File: src/shared/fault_flag_pkg.sv
// package: offsets, field positions, fault ids and sync indices for the fault flag status bank
package fault_flag_pkg;

  localparam int ADDR_W = 16;
  localparam int DATA_W = 8;
  localparam int ID_W = 4;
  localparam int NUM_FAULTS = 15;

  // register byte addresses
  localparam logic [15:0] ADDR_FLAGS_FOUR = 16'hfec3;
  localparam logic [15:0] ADDR_FLAGS_FIVE = 16'hfec4;
  localparam logic [15:0] ADDR_FLAGS_FIVE_STICKY = 16'hfec9;
  localparam logic [15:0] ADDR_CHAN_A_CAUSE = 16'hfeca;
  localparam logic [15:0] ADDR_CHAN_B_CAUSE = 16'hfecb;
  localparam logic [15:0] ADDR_IRQ_STATUS = 16'hfed0;
  localparam logic [15:0] ADDR_IRQ_MASK = 16'hfed1;

  // condition_flags_four bit positions
  localparam int F4_SUPPLY_C_OFF = 6;
  localparam int F4_FLAG_PIN = 5;
  localparam int F4_NVM_UNLOCKED = 4;
  localparam int F4_RAMP_B = 3;
  localparam int F4_RAMP_A = 2;
  localparam int F4_CLAMP_B = 1;
  localparam int F4_CLAMP_A = 0;

  // condition_flags_five bit positions
  localparam int F5_ZONE2_WARN = 3;
  localparam int F5_ZONE1_WARN = 2;
  localparam int F5_REV_B = 1;
  localparam int F5_REV_A = 0;
  localparam int F5_W = 4;

  // shutdown cause field layout
  localparam int CUR_LSB = 0;
  localparam int PREV_LSB = 4;

  // fault ids
  localparam logic [3:0] ID_NONE = 4'h0;
  localparam logic [3:0] ID_PRI_OC_A = 4'h1;
  localparam logic [3:0] ID_PRI_OC_B = 4'h2;
  localparam logic [3:0] ID_SEC_OC_A = 4'h3;
  localparam logic [3:0] ID_SEC_OC_B = 4'h4;
  localparam logic [3:0] ID_OV_A = 4'h5;
  localparam logic [3:0] ID_OV_B = 4'h6;
  localparam logic [3:0] ID_UV_A = 4'h7;
  localparam logic [3:0] ID_UV_B = 4'h8;
  localparam logic [3:0] ID_SHARED_OC = 4'h9;
  localparam logic [3:0] ID_LINE_SENSE = 4'ha;
  localparam logic [3:0] ID_ZONE1_OT = 4'hb;
  localparam logic [3:0] ID_ZONE2_OT = 4'hc;
  localparam logic [3:0] ID_EXT_FLAG = 4'hd;
  localparam logic [3:0] ID_REV_A = 4'he;
  localparam logic [3:0] ID_REV_B = 4'hf;

  // interrupt status bit positions
  localparam int IRQ_CAUSE_A = 0;
  localparam int IRQ_CAUSE_B = 1;
  localparam int IRQ_STICKY = 2;
  localparam int IRQ_W = 3;

  // positions of asynchronous inputs in the synchroniser vector (faults sit at id-1)
  localparam int S_LIGHT_A = 15;
  localparam int S_LIGHT_B = 16;
  localparam int S_RAMP_A = 17;
  localparam int S_RAMP_B = 18;
  localparam int S_CLAMP_A = 19;
  localparam int S_CLAMP_B = 20;
  localparam int S_UNLOCKED = 21;
  localparam int S_ZONE1_WARN = 22;
  localparam int S_ZONE2_WARN = 23;
  localparam int S_C_OFF = 24;
  localparam int S_C_REQ = 25;
  localparam int S_RUN_A = 26;
  localparam int S_RUN_B = 27;
  localparam int SYNC_W = 28;

  typedef enum logic [2:0] {
    REC_IDLE = 3'b001,
    REC_ARMED = 3'b010,
    REC_HELD = 3'b100
  } rec_state_type;

endpackage

File: src/logic/fault_flag_status_bank.sv
// fault flag status bank: live and sticky condition flags plus per-channel shutdown cause recorders
`timescale 1ns/1ps

// Operation
// - channel c off bit holds until power-on request
// - bit 5 shows flag pin driven by light-load
// - bit 4 set while config memory unlocked
// - bits 3,2 show ramp filters of b,a
// - bits 1,0 show loop filter clamped b,a
// - fifth register bits 3,2 zone temperature warnings
// - fifth register bits 0,1 reverse current a,b
// - flags one when present; reserved bits read zero
// - fifth flags live and sticky at separate addresses
// - one shutdown cause register per regulated channel
// - only earliest shutdown-triggering flag is recorded
// - bits 7:4 hold previous shutdown cause id
// - ids 0..9: none, overcurrents, over/undervoltage, shared
// - bits 3:0 hold most recent shutdown cause
module fault_flag_status_bank (
  input wire logic clk_sys,
  input wire logic rst_n,
  // register port
  input wire logic [fault_flag_pkg::ADDR_W-1:0] reg_addr,
  input wire logic [fault_flag_pkg::DATA_W-1:0] reg_wdata,
  input wire logic reg_write,
  input wire logic reg_read,
  output logic [fault_flag_pkg::DATA_W-1:0] reg_rdata,
  output logic irq,
  // protection comparators and sequencing, asynchronous to clk_sys
  input wire logic chan_a_primary_overcurrent,
  input wire logic chan_b_primary_overcurrent,
  input wire logic chan_a_secondary_overcurrent,
  input wire logic chan_b_secondary_overcurrent,
  input wire logic chan_a_overvoltage,
  input wire logic chan_b_overvoltage,
  input wire logic chan_a_undervoltage,
  input wire logic chan_b_undervoltage,
  input wire logic shared_overcurrent,
  input wire logic line_sense_low,
  input wire logic zone1_overtemp,
  input wire logic zone2_overtemp,
  input wire logic external_flag_input,
  input wire logic chan_a_secondary_sense,
  input wire logic chan_b_secondary_sense,
  input wire logic chan_a_light_load,
  input wire logic chan_b_light_load,
  input wire logic chan_a_ramp_filter_active,
  input wire logic chan_b_ramp_filter_active,
  input wire logic chan_a_loop_filter_clamped,
  input wire logic chan_b_loop_filter_clamped,
  input wire logic nvm_unlocked,
  input wire logic zone1_temp_warning,
  input wire logic zone2_temp_warning,
  input wire logic chan_c_outputs_off,
  input wire logic chan_c_power_on_request,
  input wire logic chan_a_running,
  input wire logic chan_b_running,
  // configuration from the same clock domain
  input wire logic flag_pin_light_load_enable,
  input wire logic [fault_flag_pkg::NUM_FAULTS-1:0] chan_a_shutdown_enables,
  input wire logic [fault_flag_pkg::NUM_FAULTS-1:0] chan_b_shutdown_enables,
  output logic flag_out_sync_out_pin
);
  import fault_flag_pkg::*;

  ////////////////////////////////////////////////////////////////////////////
  // functions

  // lowest set index wins when several flags rise together
  function automatic logic [ID_W-1:0] first_id(input logic [NUM_FAULTS-1:0] hits);
    logic [ID_W-1:0] id;
    id = ID_NONE;
    for (int i = NUM_FAULTS - 1; i >= 0; i--) begin
      if (hits[i]) begin
        id = ID_W'(i + 1);
      end
    end
    return id;
  endfunction

  function automatic logic hit(input logic [ADDR_W-1:0] a, input logic [ADDR_W-1:0] b);
    return a == b;
  endfunction

  ////////////////////////////////////////////////////////////////////////////
  // input synchronisers

  logic [SYNC_W-1:0] raw_in;
  logic [SYNC_W-1:0] meta_r;
  logic [SYNC_W-1:0] sync_r;

  // vector index + 1 is the fault id
  assign raw_in[ID_PRI_OC_A-1] = chan_a_primary_overcurrent;
  assign raw_in[ID_PRI_OC_B-1] = chan_b_primary_overcurrent;
  assign raw_in[ID_SEC_OC_A-1] = chan_a_secondary_overcurrent;
  assign raw_in[ID_SEC_OC_B-1] = chan_b_secondary_overcurrent;
  assign raw_in[ID_OV_A-1] = chan_a_overvoltage;
  assign raw_in[ID_OV_B-1] = chan_b_overvoltage;
  assign raw_in[ID_UV_A-1] = chan_a_undervoltage;
  assign raw_in[ID_UV_B-1] = chan_b_undervoltage;
  assign raw_in[ID_SHARED_OC-1] = shared_overcurrent;
  assign raw_in[ID_LINE_SENSE-1] = line_sense_low;
  assign raw_in[ID_ZONE1_OT-1] = zone1_overtemp;
  assign raw_in[ID_ZONE2_OT-1] = zone2_overtemp;
  assign raw_in[ID_EXT_FLAG-1] = external_flag_input;
  assign raw_in[ID_REV_A-1] = chan_a_secondary_sense;
  assign raw_in[ID_REV_B-1] = chan_b_secondary_sense;
  assign raw_in[S_LIGHT_A] = chan_a_light_load;
  assign raw_in[S_LIGHT_B] = chan_b_light_load;
  assign raw_in[S_RAMP_A] = chan_a_ramp_filter_active;
  assign raw_in[S_RAMP_B] = chan_b_ramp_filter_active;
  assign raw_in[S_CLAMP_A] = chan_a_loop_filter_clamped;
  assign raw_in[S_CLAMP_B] = chan_b_loop_filter_clamped;
  assign raw_in[S_UNLOCKED] = nvm_unlocked;
  assign raw_in[S_ZONE1_WARN] = zone1_temp_warning;
  assign raw_in[S_ZONE2_WARN] = zone2_temp_warning;
  assign raw_in[S_C_OFF] = chan_c_outputs_off;
  assign raw_in[S_C_REQ] = chan_c_power_on_request;
  assign raw_in[S_RUN_A] = chan_a_running;
  assign raw_in[S_RUN_B] = chan_b_running;

  // only sync_r is read past this point; meta_r may still be settling
  always_ff @(posedge clk_sys or negedge rst_n) begin
    if (!rst_n) begin
      meta_r <= '0;
      sync_r <= '0;
    end else begin
      meta_r <= raw_in;
      sync_r <= meta_r;
    end
  end

  logic [NUM_FAULTS-1:0] fault_now;
  assign fault_now = sync_r[NUM_FAULTS-1:0];

  ////////////////////////////////////////////////////////////////////////////
  // bus decode

  logic sel_four;
  logic sel_five;
  logic sel_sticky;
  logic sel_cause_a;
  logic sel_cause_b;
  logic sel_status;
  logic sel_mask;
  logic wr_sticky;
  logic wr_status;
  logic wr_mask;

  assign sel_four = hit(reg_addr, ADDR_FLAGS_FOUR);
  assign sel_five = hit(reg_addr, ADDR_FLAGS_FIVE);
  assign sel_sticky = hit(reg_addr, ADDR_FLAGS_FIVE_STICKY);
  assign sel_cause_a = hit(reg_addr, ADDR_CHAN_A_CAUSE);
  assign sel_cause_b = hit(reg_addr, ADDR_CHAN_B_CAUSE);
  assign sel_status = hit(reg_addr, ADDR_IRQ_STATUS);
  assign sel_mask = hit(reg_addr, ADDR_IRQ_MASK);
  // only the sticky copy and the interrupt pair take writes; all else is read-only
  assign wr_sticky = reg_write && sel_sticky;
  assign wr_status = reg_write && sel_status;
  assign wr_mask = reg_write && sel_mask;

  ////////////////////////////////////////////////////////////////////////////
  // condition_flags_four

  logic supply_c_off_r;
  logic supply_c_off_nxt;
  logic c_off_seen;
  logic c_on_req;
  logic light_any;
  logic flag_pin_nxt;

  assign c_off_seen = sync_r[S_C_OFF];
  assign c_on_req = sync_r[S_C_REQ];
  assign light_any = sync_r[S_LIGHT_A] || sync_r[S_LIGHT_B];
  // set wins over the request so an off channel never reads as on
  assign supply_c_off_nxt = c_off_seen ? 1'b1 : (c_on_req ? 1'b0 : supply_c_off_r);
  // the pin and bit 5 come from one flop, so software never sees them disagree
  assign flag_pin_nxt = flag_pin_light_load_enable && light_any;

  always_ff @(posedge clk_sys or negedge rst_n) begin
    if (!rst_n) begin
      supply_c_off_r <= 1'b1;
      flag_out_sync_out_pin <= 1'b0;
    end else begin
      supply_c_off_r <= supply_c_off_nxt;
      flag_out_sync_out_pin <= flag_pin_nxt;
    end
  end

  // bit 7 is reserved; the zero fill leaves it clear
  logic [DATA_W-1:0] flags_four;
  always_comb begin
    flags_four = '0;
    flags_four[F4_SUPPLY_C_OFF] = supply_c_off_r;
    flags_four[F4_FLAG_PIN] = flag_out_sync_out_pin;
    flags_four[F4_NVM_UNLOCKED] = sync_r[S_UNLOCKED];
    flags_four[F4_RAMP_B] = sync_r[S_RAMP_B];
    flags_four[F4_RAMP_A] = sync_r[S_RAMP_A];
    flags_four[F4_CLAMP_B] = sync_r[S_CLAMP_B];
    flags_four[F4_CLAMP_A] = sync_r[S_CLAMP_A];
  end

  ////////////////////////////////////////////////////////////////////////////
  // condition_flags_five, live and sticky

  logic [F5_W-1:0] flags_five;
  logic [F5_W-1:0] sticky_r;
  logic [F5_W-1:0] sticky_nxt;

  assign flags_five[F5_ZONE2_WARN] = sync_r[S_ZONE2_WARN];
  assign flags_five[F5_ZONE1_WARN] = sync_r[S_ZONE1_WARN];
  assign flags_five[F5_REV_B] = fault_now[ID_REV_B-1];
  assign flags_five[F5_REV_A] = fault_now[ID_REV_A-1];

  logic [F5_W-1:0] sticky_clr;

  assign sticky_clr = wr_sticky ? reg_wdata[F5_W-1:0] : '0;
  // write one clears, a present condition sets again in the same cycle
  assign sticky_nxt = flags_five | (sticky_r & ~sticky_clr);

  always_ff @(posedge clk_sys or negedge rst_n) begin
    if (!rst_n) begin
      sticky_r <= '0;
    end else begin
      sticky_r <= sticky_nxt;
    end
  end

  ////////////////////////////////////////////////////////////////////////////
  // shutdown cause recorders, one per regulated channel

  logic [1:0] run_ch;
  logic [NUM_FAULTS-1:0] enables_ch [2];
  logic [DATA_W-1:0] cause_r [2];
  logic [1:0] recorded;

  assign run_ch[0] = sync_r[S_RUN_A];
  assign run_ch[1] = sync_r[S_RUN_B];
  assign enables_ch[0] = chan_a_shutdown_enables;
  assign enables_ch[1] = chan_b_shutdown_enables;

  genvar ch;
  generate
    for (ch = 0; ch < 2; ch++) begin : g_rec
      rec_state_type state_r;
      rec_state_type state_nxt;
      logic [NUM_FAULTS-1:0] trig;
      logic any_trig;
      logic take;
      logic [ID_W-1:0] new_id;
      logic [DATA_W-1:0] cause_nxt;

      // enables are same-clock configuration and need no synchroniser
      assign trig = fault_now & enables_ch[ch];
      assign any_trig = |trig;
      // only a flag seen while armed is taken; later ones wait for the next restart
      assign take = (state_r == REC_ARMED) && any_trig;
      assign new_id = first_id(trig);
      // current moves into previous on the same edge that the new cause lands
      assign cause_nxt = take ? {cause_r[ch][CUR_LSB +: ID_W], new_id} : cause_r[ch];

      always_comb begin
        state_nxt = state_r;
        unique case (state_r)
          REC_IDLE: begin
            if (run_ch[ch] && !any_trig) begin
              state_nxt = REC_ARMED;
            end
          end
          REC_ARMED: begin
            if (take) begin
              state_nxt = REC_HELD;
            end else if (!run_ch[ch]) begin
              state_nxt = REC_IDLE;
            end
          end
          REC_HELD: begin
            // rearm only after the channel has stopped and soft-started again
            if (!run_ch[ch]) begin
              state_nxt = REC_IDLE;
            end
          end
          default: begin
            state_nxt = REC_IDLE;
          end
        endcase
      end

      always_ff @(posedge clk_sys or negedge rst_n) begin
        if (!rst_n) begin
          state_r <= REC_IDLE;
          cause_r[ch] <= '0;
        end else begin
          state_r <= state_nxt;
          cause_r[ch] <= cause_nxt;
        end
      end

      assign recorded[ch] = take;
    end
  endgenerate

  ////////////////////////////////////////////////////////////////////////////
  // interrupt status and mask

  logic [IRQ_W-1:0] irq_status_r;
  logic [IRQ_W-1:0] irq_mask_r;
  logic [IRQ_W-1:0] irq_event;
  logic [IRQ_W-1:0] irq_status_nxt;
  logic [IRQ_W-1:0] irq_mask_nxt;
  logic [IRQ_W-1:0] status_clr;
  logic [IRQ_W-1:0] irq_pending;
  logic [F5_W-1:0] sticky_rise;
  logic irq_nxt;

  assign irq_event[IRQ_CAUSE_A] = recorded[0];
  assign irq_event[IRQ_CAUSE_B] = recorded[1];
  // rising edge of any sticky bit, so a held condition raises one event only
  assign sticky_rise = sticky_nxt & ~sticky_r;
  assign irq_event[IRQ_STICKY] = |sticky_rise;
  assign status_clr = wr_status ? reg_wdata[IRQ_W-1:0] : '0;
  // set wins over a clear that lands in the same cycle
  assign irq_status_nxt = irq_event | (irq_status_r & ~status_clr);
  assign irq_mask_nxt = wr_mask ? reg_wdata[IRQ_W-1:0] : irq_mask_r;
  assign irq_pending = irq_status_r & irq_mask_r;
  // irq lags status by one edge because it comes straight from a flop
  assign irq_nxt = |irq_pending;

  always_ff @(posedge clk_sys or negedge rst_n) begin
    if (!rst_n) begin
      irq_status_r <= '0;
      irq_mask_r <= '0;
      irq <= 1'b0;
    end else begin
      irq_status_r <= irq_status_nxt;
      irq_mask_r <= irq_mask_nxt;
      irq <= irq_nxt;
    end
  end

  ////////////////////////////////////////////////////////////////////////////
  // read path

  logic [DATA_W-1:0] five_word;
  logic [DATA_W-1:0] sticky_word;
  logic [DATA_W-1:0] status_word;
  logic [DATA_W-1:0] mask_word;
  logic [DATA_W-1:0] rd_mux;
  logic [DATA_W-1:0] rdata_nxt;

  // reserved bits above each field read zero
  assign five_word = {{(DATA_W-F5_W){1'b0}}, flags_five};
  assign sticky_word = {{(DATA_W-F5_W){1'b0}}, sticky_r};
  assign status_word = {{(DATA_W-IRQ_W){1'b0}}, irq_status_r};
  assign mask_word = {{(DATA_W-IRQ_W){1'b0}}, irq_mask_r};
  // one-hot selects feed an and-or tree; an unmapped address selects nothing and reads zero
  assign rd_mux = ({DATA_W{sel_four}} & flags_four)
    | ({DATA_W{sel_five}} & five_word)
    | ({DATA_W{sel_sticky}} & sticky_word)
    | ({DATA_W{sel_cause_a}} & cause_r[0])
    | ({DATA_W{sel_cause_b}} & cause_r[1])
    | ({DATA_W{sel_status}} & status_word)
    | ({DATA_W{sel_mask}} & mask_word);

  // data stand for one cycle only, zero otherwise
  assign rdata_nxt = reg_read ? rd_mux : '0;

  always_ff @(posedge clk_sys or negedge rst_n) begin
    if (!rst_n) begin
      reg_rdata <= '0;
    end else begin
      reg_rdata <= rdata_nxt;
    end
  end

endmodule

File: config.mk
export PLATFORM = sky130hd
export DESIGN_NAME = fault_flag_status_bank
export DESIGN_NICKNAME = d
export VERILOG_FILES = /design/src/shared/fault_flag_pkg.sv /design/src/logic/fault_flag_status_bank.sv
export SDC_FILE = /design/constraint.sdc
export NUM_CORES = 1
export LEC_CHECK = 0
export BUFFER_PORTS_ARGS = -buffer_cell sky130_fd_sc_hd__buf_2
export CAP_MARGIN = 0
export CELL_PAD_IN_SITES_DETAIL_PLACEMENT = 1
export CELL_PAD_IN_SITES_GLOBAL_PLACEMENT = 2
export CORE_ASPECT_RATIO = 1.25
export CORE_MARGIN = 4
export CORE_UTILIZATION = 34
export CTS_BUF_LIST = sky130_fd_sc_hd__clkbuf_8 sky130_fd_sc_hd__clkbuf_16
export DETAILED_ROUTE_END_ITERATION = 6
export PLACE_DENSITY_LB_ADDON = 0.1
export SETUP_SLACK_MARGIN = 0.02
export SYNTH_ARGS = -nofsm -noshare
export SYNTH_HDL_FRONTEND = slang
export SYNTH_SLANG_ARGS = --single-unit
File: constraint.sdc
create_clock -name clk_sys -period 2.3 [get_ports clk_sys]
set_clock_uncertainty 0.05 [all_clocks]
set_input_delay 0 -clock clk_sys [delete_from_list [all_inputs] [get_ports clk_sys]]
set_output_delay 0 -clock clk_sys [all_outputs]
set_load 0.005 [all_outputs]
==> reports/qor.txt <==
worst setup path class: register to register
area of the placeable core: 11140 sq um
clock network latency to the later pin of the worst-skew pair: 350 ps
post-cts gate resize count: 0
routed wire length: 10110 microns
buffers from clock root to sink, at most: 2
DIE HEIGHT: 127.2 microns
number of nets in the layout: 535
Final Max Slew Viols: 0
ratio of routed vias to standard cells: 5.134
status: completed
GR Overflow Total: 0
net count of the mapped netlist: 388
number of global-route vias before repair: 3313
met2 WL post-DR: 5226 microns
type of element capturing the critical path: register
Post CTS Setup Buffer Count: 0
Hold Worst Slack: 48.47 ps
layout overhead on the synthesized area: 36.55%
Max Fanout on Critical Path: 10
setup repair after global routing missed its margin: false
fraction of layout instances using a drive strength above 1: 0.3157
most frequently used flop master after synthesis: sky130_fd_sc_hd__dfrtp_1
Min-Delay Path Class: input pin to register
routed len/inst: 17.19 microns
share of the synthesized area in the top cell type: 0.6216
top metal layer carrying routed signals: met4
final period utilization: 0.9205
most frequent cell after synthesis: sky130_fd_sc_hd__dfrtp_1
global-route wire length before repair: 16640 microns
die span in x: 103.4 microns
number of top-level pins: 97
row count: 43
Ant. Diodes: 0
leading post-synthesis cells by instance count: 96 x sky130_fd_sc_hd__dfrtp_1, 35 x sky130_fd_sc_hd__nand2_1, 13 x sky130_fd_sc_hd__mux2_2
count of flip-flops with a built-in enable after synthesis: 0
TritonCTS clock tree: done
critical path data required time: 2490 ps
clock slew seen by the registers of the worst setup and hold paths: 70 ps
met1 layer wirelength in the final routing: 4233 microns
length of the first detailed-routing pass in iterations: 4
final critical delay including setup and external delays: 2117 ps
Cells after Synth: 301
max-capacitance violation count: 0
Final Hold Viols: 0
CTS buffer count: 9
violation count after the first detailed-routing iteration: 74
number of input and output port buffers inserted: 92
data arrival time of the critical path: 2300 ps
relative max-transition margin: 0.5831
Final Setup Violations: 0
Die ar.: 13150 sq um
via count of the routed design: 3019
synthesis-stage register bit count: 99
most area-hungry cell type in the Yosys netlist: sky130_fd_sc_hd__dfrtp_1
routed length on met3: 479 microns
clock net sink count: 99
synthesized area: 3865 sq um
ys async rst share: 1.000
maximum number of pins on one net before global-route repair: 48
Final GP Congestion: 0.7690
sequential fraction of the synthesis area: 0.6420
initial cell density of the core: 0.3470
Leak Pwr: 2.441 nW
Peak VDD IR: 0.2700 mV
count of antenna-violating nets left after detailed routing: 0
Slew @ Worst Pin: 619.7 ps
overall global routing resource usage: 0.1670
root buffer cell: sky130_fd_sc_hd__clkbuf_16
HPWL after detailed placement: 7632 microns
Warnings, synthesis: 0
kind of start point of the critical path: register
setup TNS: 0 ps
initial antenna violation count: 0
post-layout utilization of the core: 0.4739
DR DRC count: 0
Post-Syn Area per Cell: 12.84 sq um
power density of the placed cells: 727.5 nW/um^2
timing-limited maximum frequency: 472.3 MHz
level count of the clock H-tree: 3
distinct cell type count after synthesis: 53
ranking of synthesized cells by area: sky130_fd_sc_hd__dfrtp_1 62%, sky130_fd_sc_hd__mux2_2 3.8%, sky130_fd_sc_hd__nand2_1 3.4%, sky130_fd_sc_hd__a222oi_1 2.3%, sky130_fd_sc_hd__a22oi_1 2.3%
## metal layers
| metal | GRT usage | vias up |
|---|---|---|
| li1 | - | 1430 |
| met2 | 0.2868 | 80 |
| met1 | 0.2013 | 1499 |
| met3 | 0.04205 | 10 |
| met4 | 0.05564 | 0 |
| met5 | 0 | - |
## critical path: stages (launching register included)
cell	delay (ps)
sky130_fd_sc_hd__dfrtp_1	410
sky130_fd_sc_hd__a22o_1	270
sky130_fd_sc_hd__or4_4	580
sky130_fd_sc_hd__o21ai_4	320
sky130_fd_sc_hd__mux2_2	380
## report_power, final
| group | internal [W] | switching (W) |
|---|---|---|
| logic | 0.000167 | 0.000147 |
| clock network | 0.000996 | 0.000672 |
| registers | 0.00181 | 0.0000477 |
## final timing paths
| kind | startpoint | endpoint | slack (ps) | cells past startpoint |
|---|---|---|---|---|
| max | sync_r[9] | cause_r[12] | 180 | 4 |
| min | chan_b_shutdown_enables[6] | cause_r[0] | 50 | 5 |
| max reg2reg | sync_r[9] | cause_r[12] | 180 | 4 |
| min reg2reg | meta_r[3] | sync_r[3] | 300 | 0 |
| max in group asynchronous | rst_n | meta_r[4] | 1320 | 3 |
| min in group asynchronous | rst_n | reg_rdata[3] | 170 | 2 |
## area by class of cell
type / instances / area, sq um
multi-input combinational: 188 / 1316
inverter: 10 / 37.54
tap: 135 / 168.9
timing repair buffer: 140 / 938.4
clock inverter: 6 / 96.34
fill: 1204 / 5859
sequential: 99 / 2481
clock buffer: 10 / 239.0
## through the flow
| stage | power, W | area, sq um | setup slack (ps) | instances |
|---|---|---|---|---|
| 2_1_floorplan | 0.001984 | 3865 | 334.1 | 301 |
| 3_3_place_gp | 0.002147 | 4532 | 237.6 | 531 |
| 3_5_place_dp | 0.002158 | 4532 | 186.0 | 531 |
| 4_1_cts | 0.003902 | 5278 | 171.3 | 588 |
| 5_1_grt | 0.004022 | 5278 | 103.5 | 588 |
| 6_report | 0.003839 | 5278 | 182.8 | 588 |
## registers in the layout (all words and copies together) (netlist names)
register,flops
cause_r,16
reg_rdata,8
irq,1
irq_status_r,3
g_rec.state_r,6
meta_r,28
sync_r,28
flag_out_sync_out_pin,1
irq_mask_r,3
sticky_r,4
supply_c_off_r,1
## what timing repair did
| item | CTS | global route |
|---|---|---|
| setup endpoints to repair | 0 | 0 |
| hold buffers | 41 | 0 |
| endpoints found under the hold margin | 93 | 0 |
## cells by family after synthesis
group	share of synthesized area
AO/OA/AOI/OAI	0.1654
XOR/XNOR	0.006800
buffers and inverters	0.01748
flip-flops	0.6420
multiplexers	0.05083
AND/OR/NAND/NOR	0.1175
## cells in the final DEF, fill, tap and decap left out, drive strengths merged, types with 3 or more instances in the layout
cell / synthesis / routed
clkbuf: 2 / 10
nand4: 3 / 3
a22oi: 12 / 12
mux2: 13 / 13
a22o: 11 / 11
dlygate4sd3: 0 / 41
a21oi: 12 / 12
nand3: 5 / 5
buf: 2 / 99
mux2i: 5 / 5
inv: 10 / 12
nor2: 12 / 12
a31oi: 7 / 7
nand3b: 3 / 3
dfstp: 3 / 3
a32o: 4 / 4
and2: 3 / 3
a221o: 3 / 3
dfrtp: 96 / 96
nor3: 3 / 3
nor2b: 3 / 3
a222oi: 9 / 9
a21o: 5 / 5
nand2: 35 / 35
o21ai: 9 / 9
nor4: 3 / 3
Note: power is estimated with default switching activity, not from simulation.
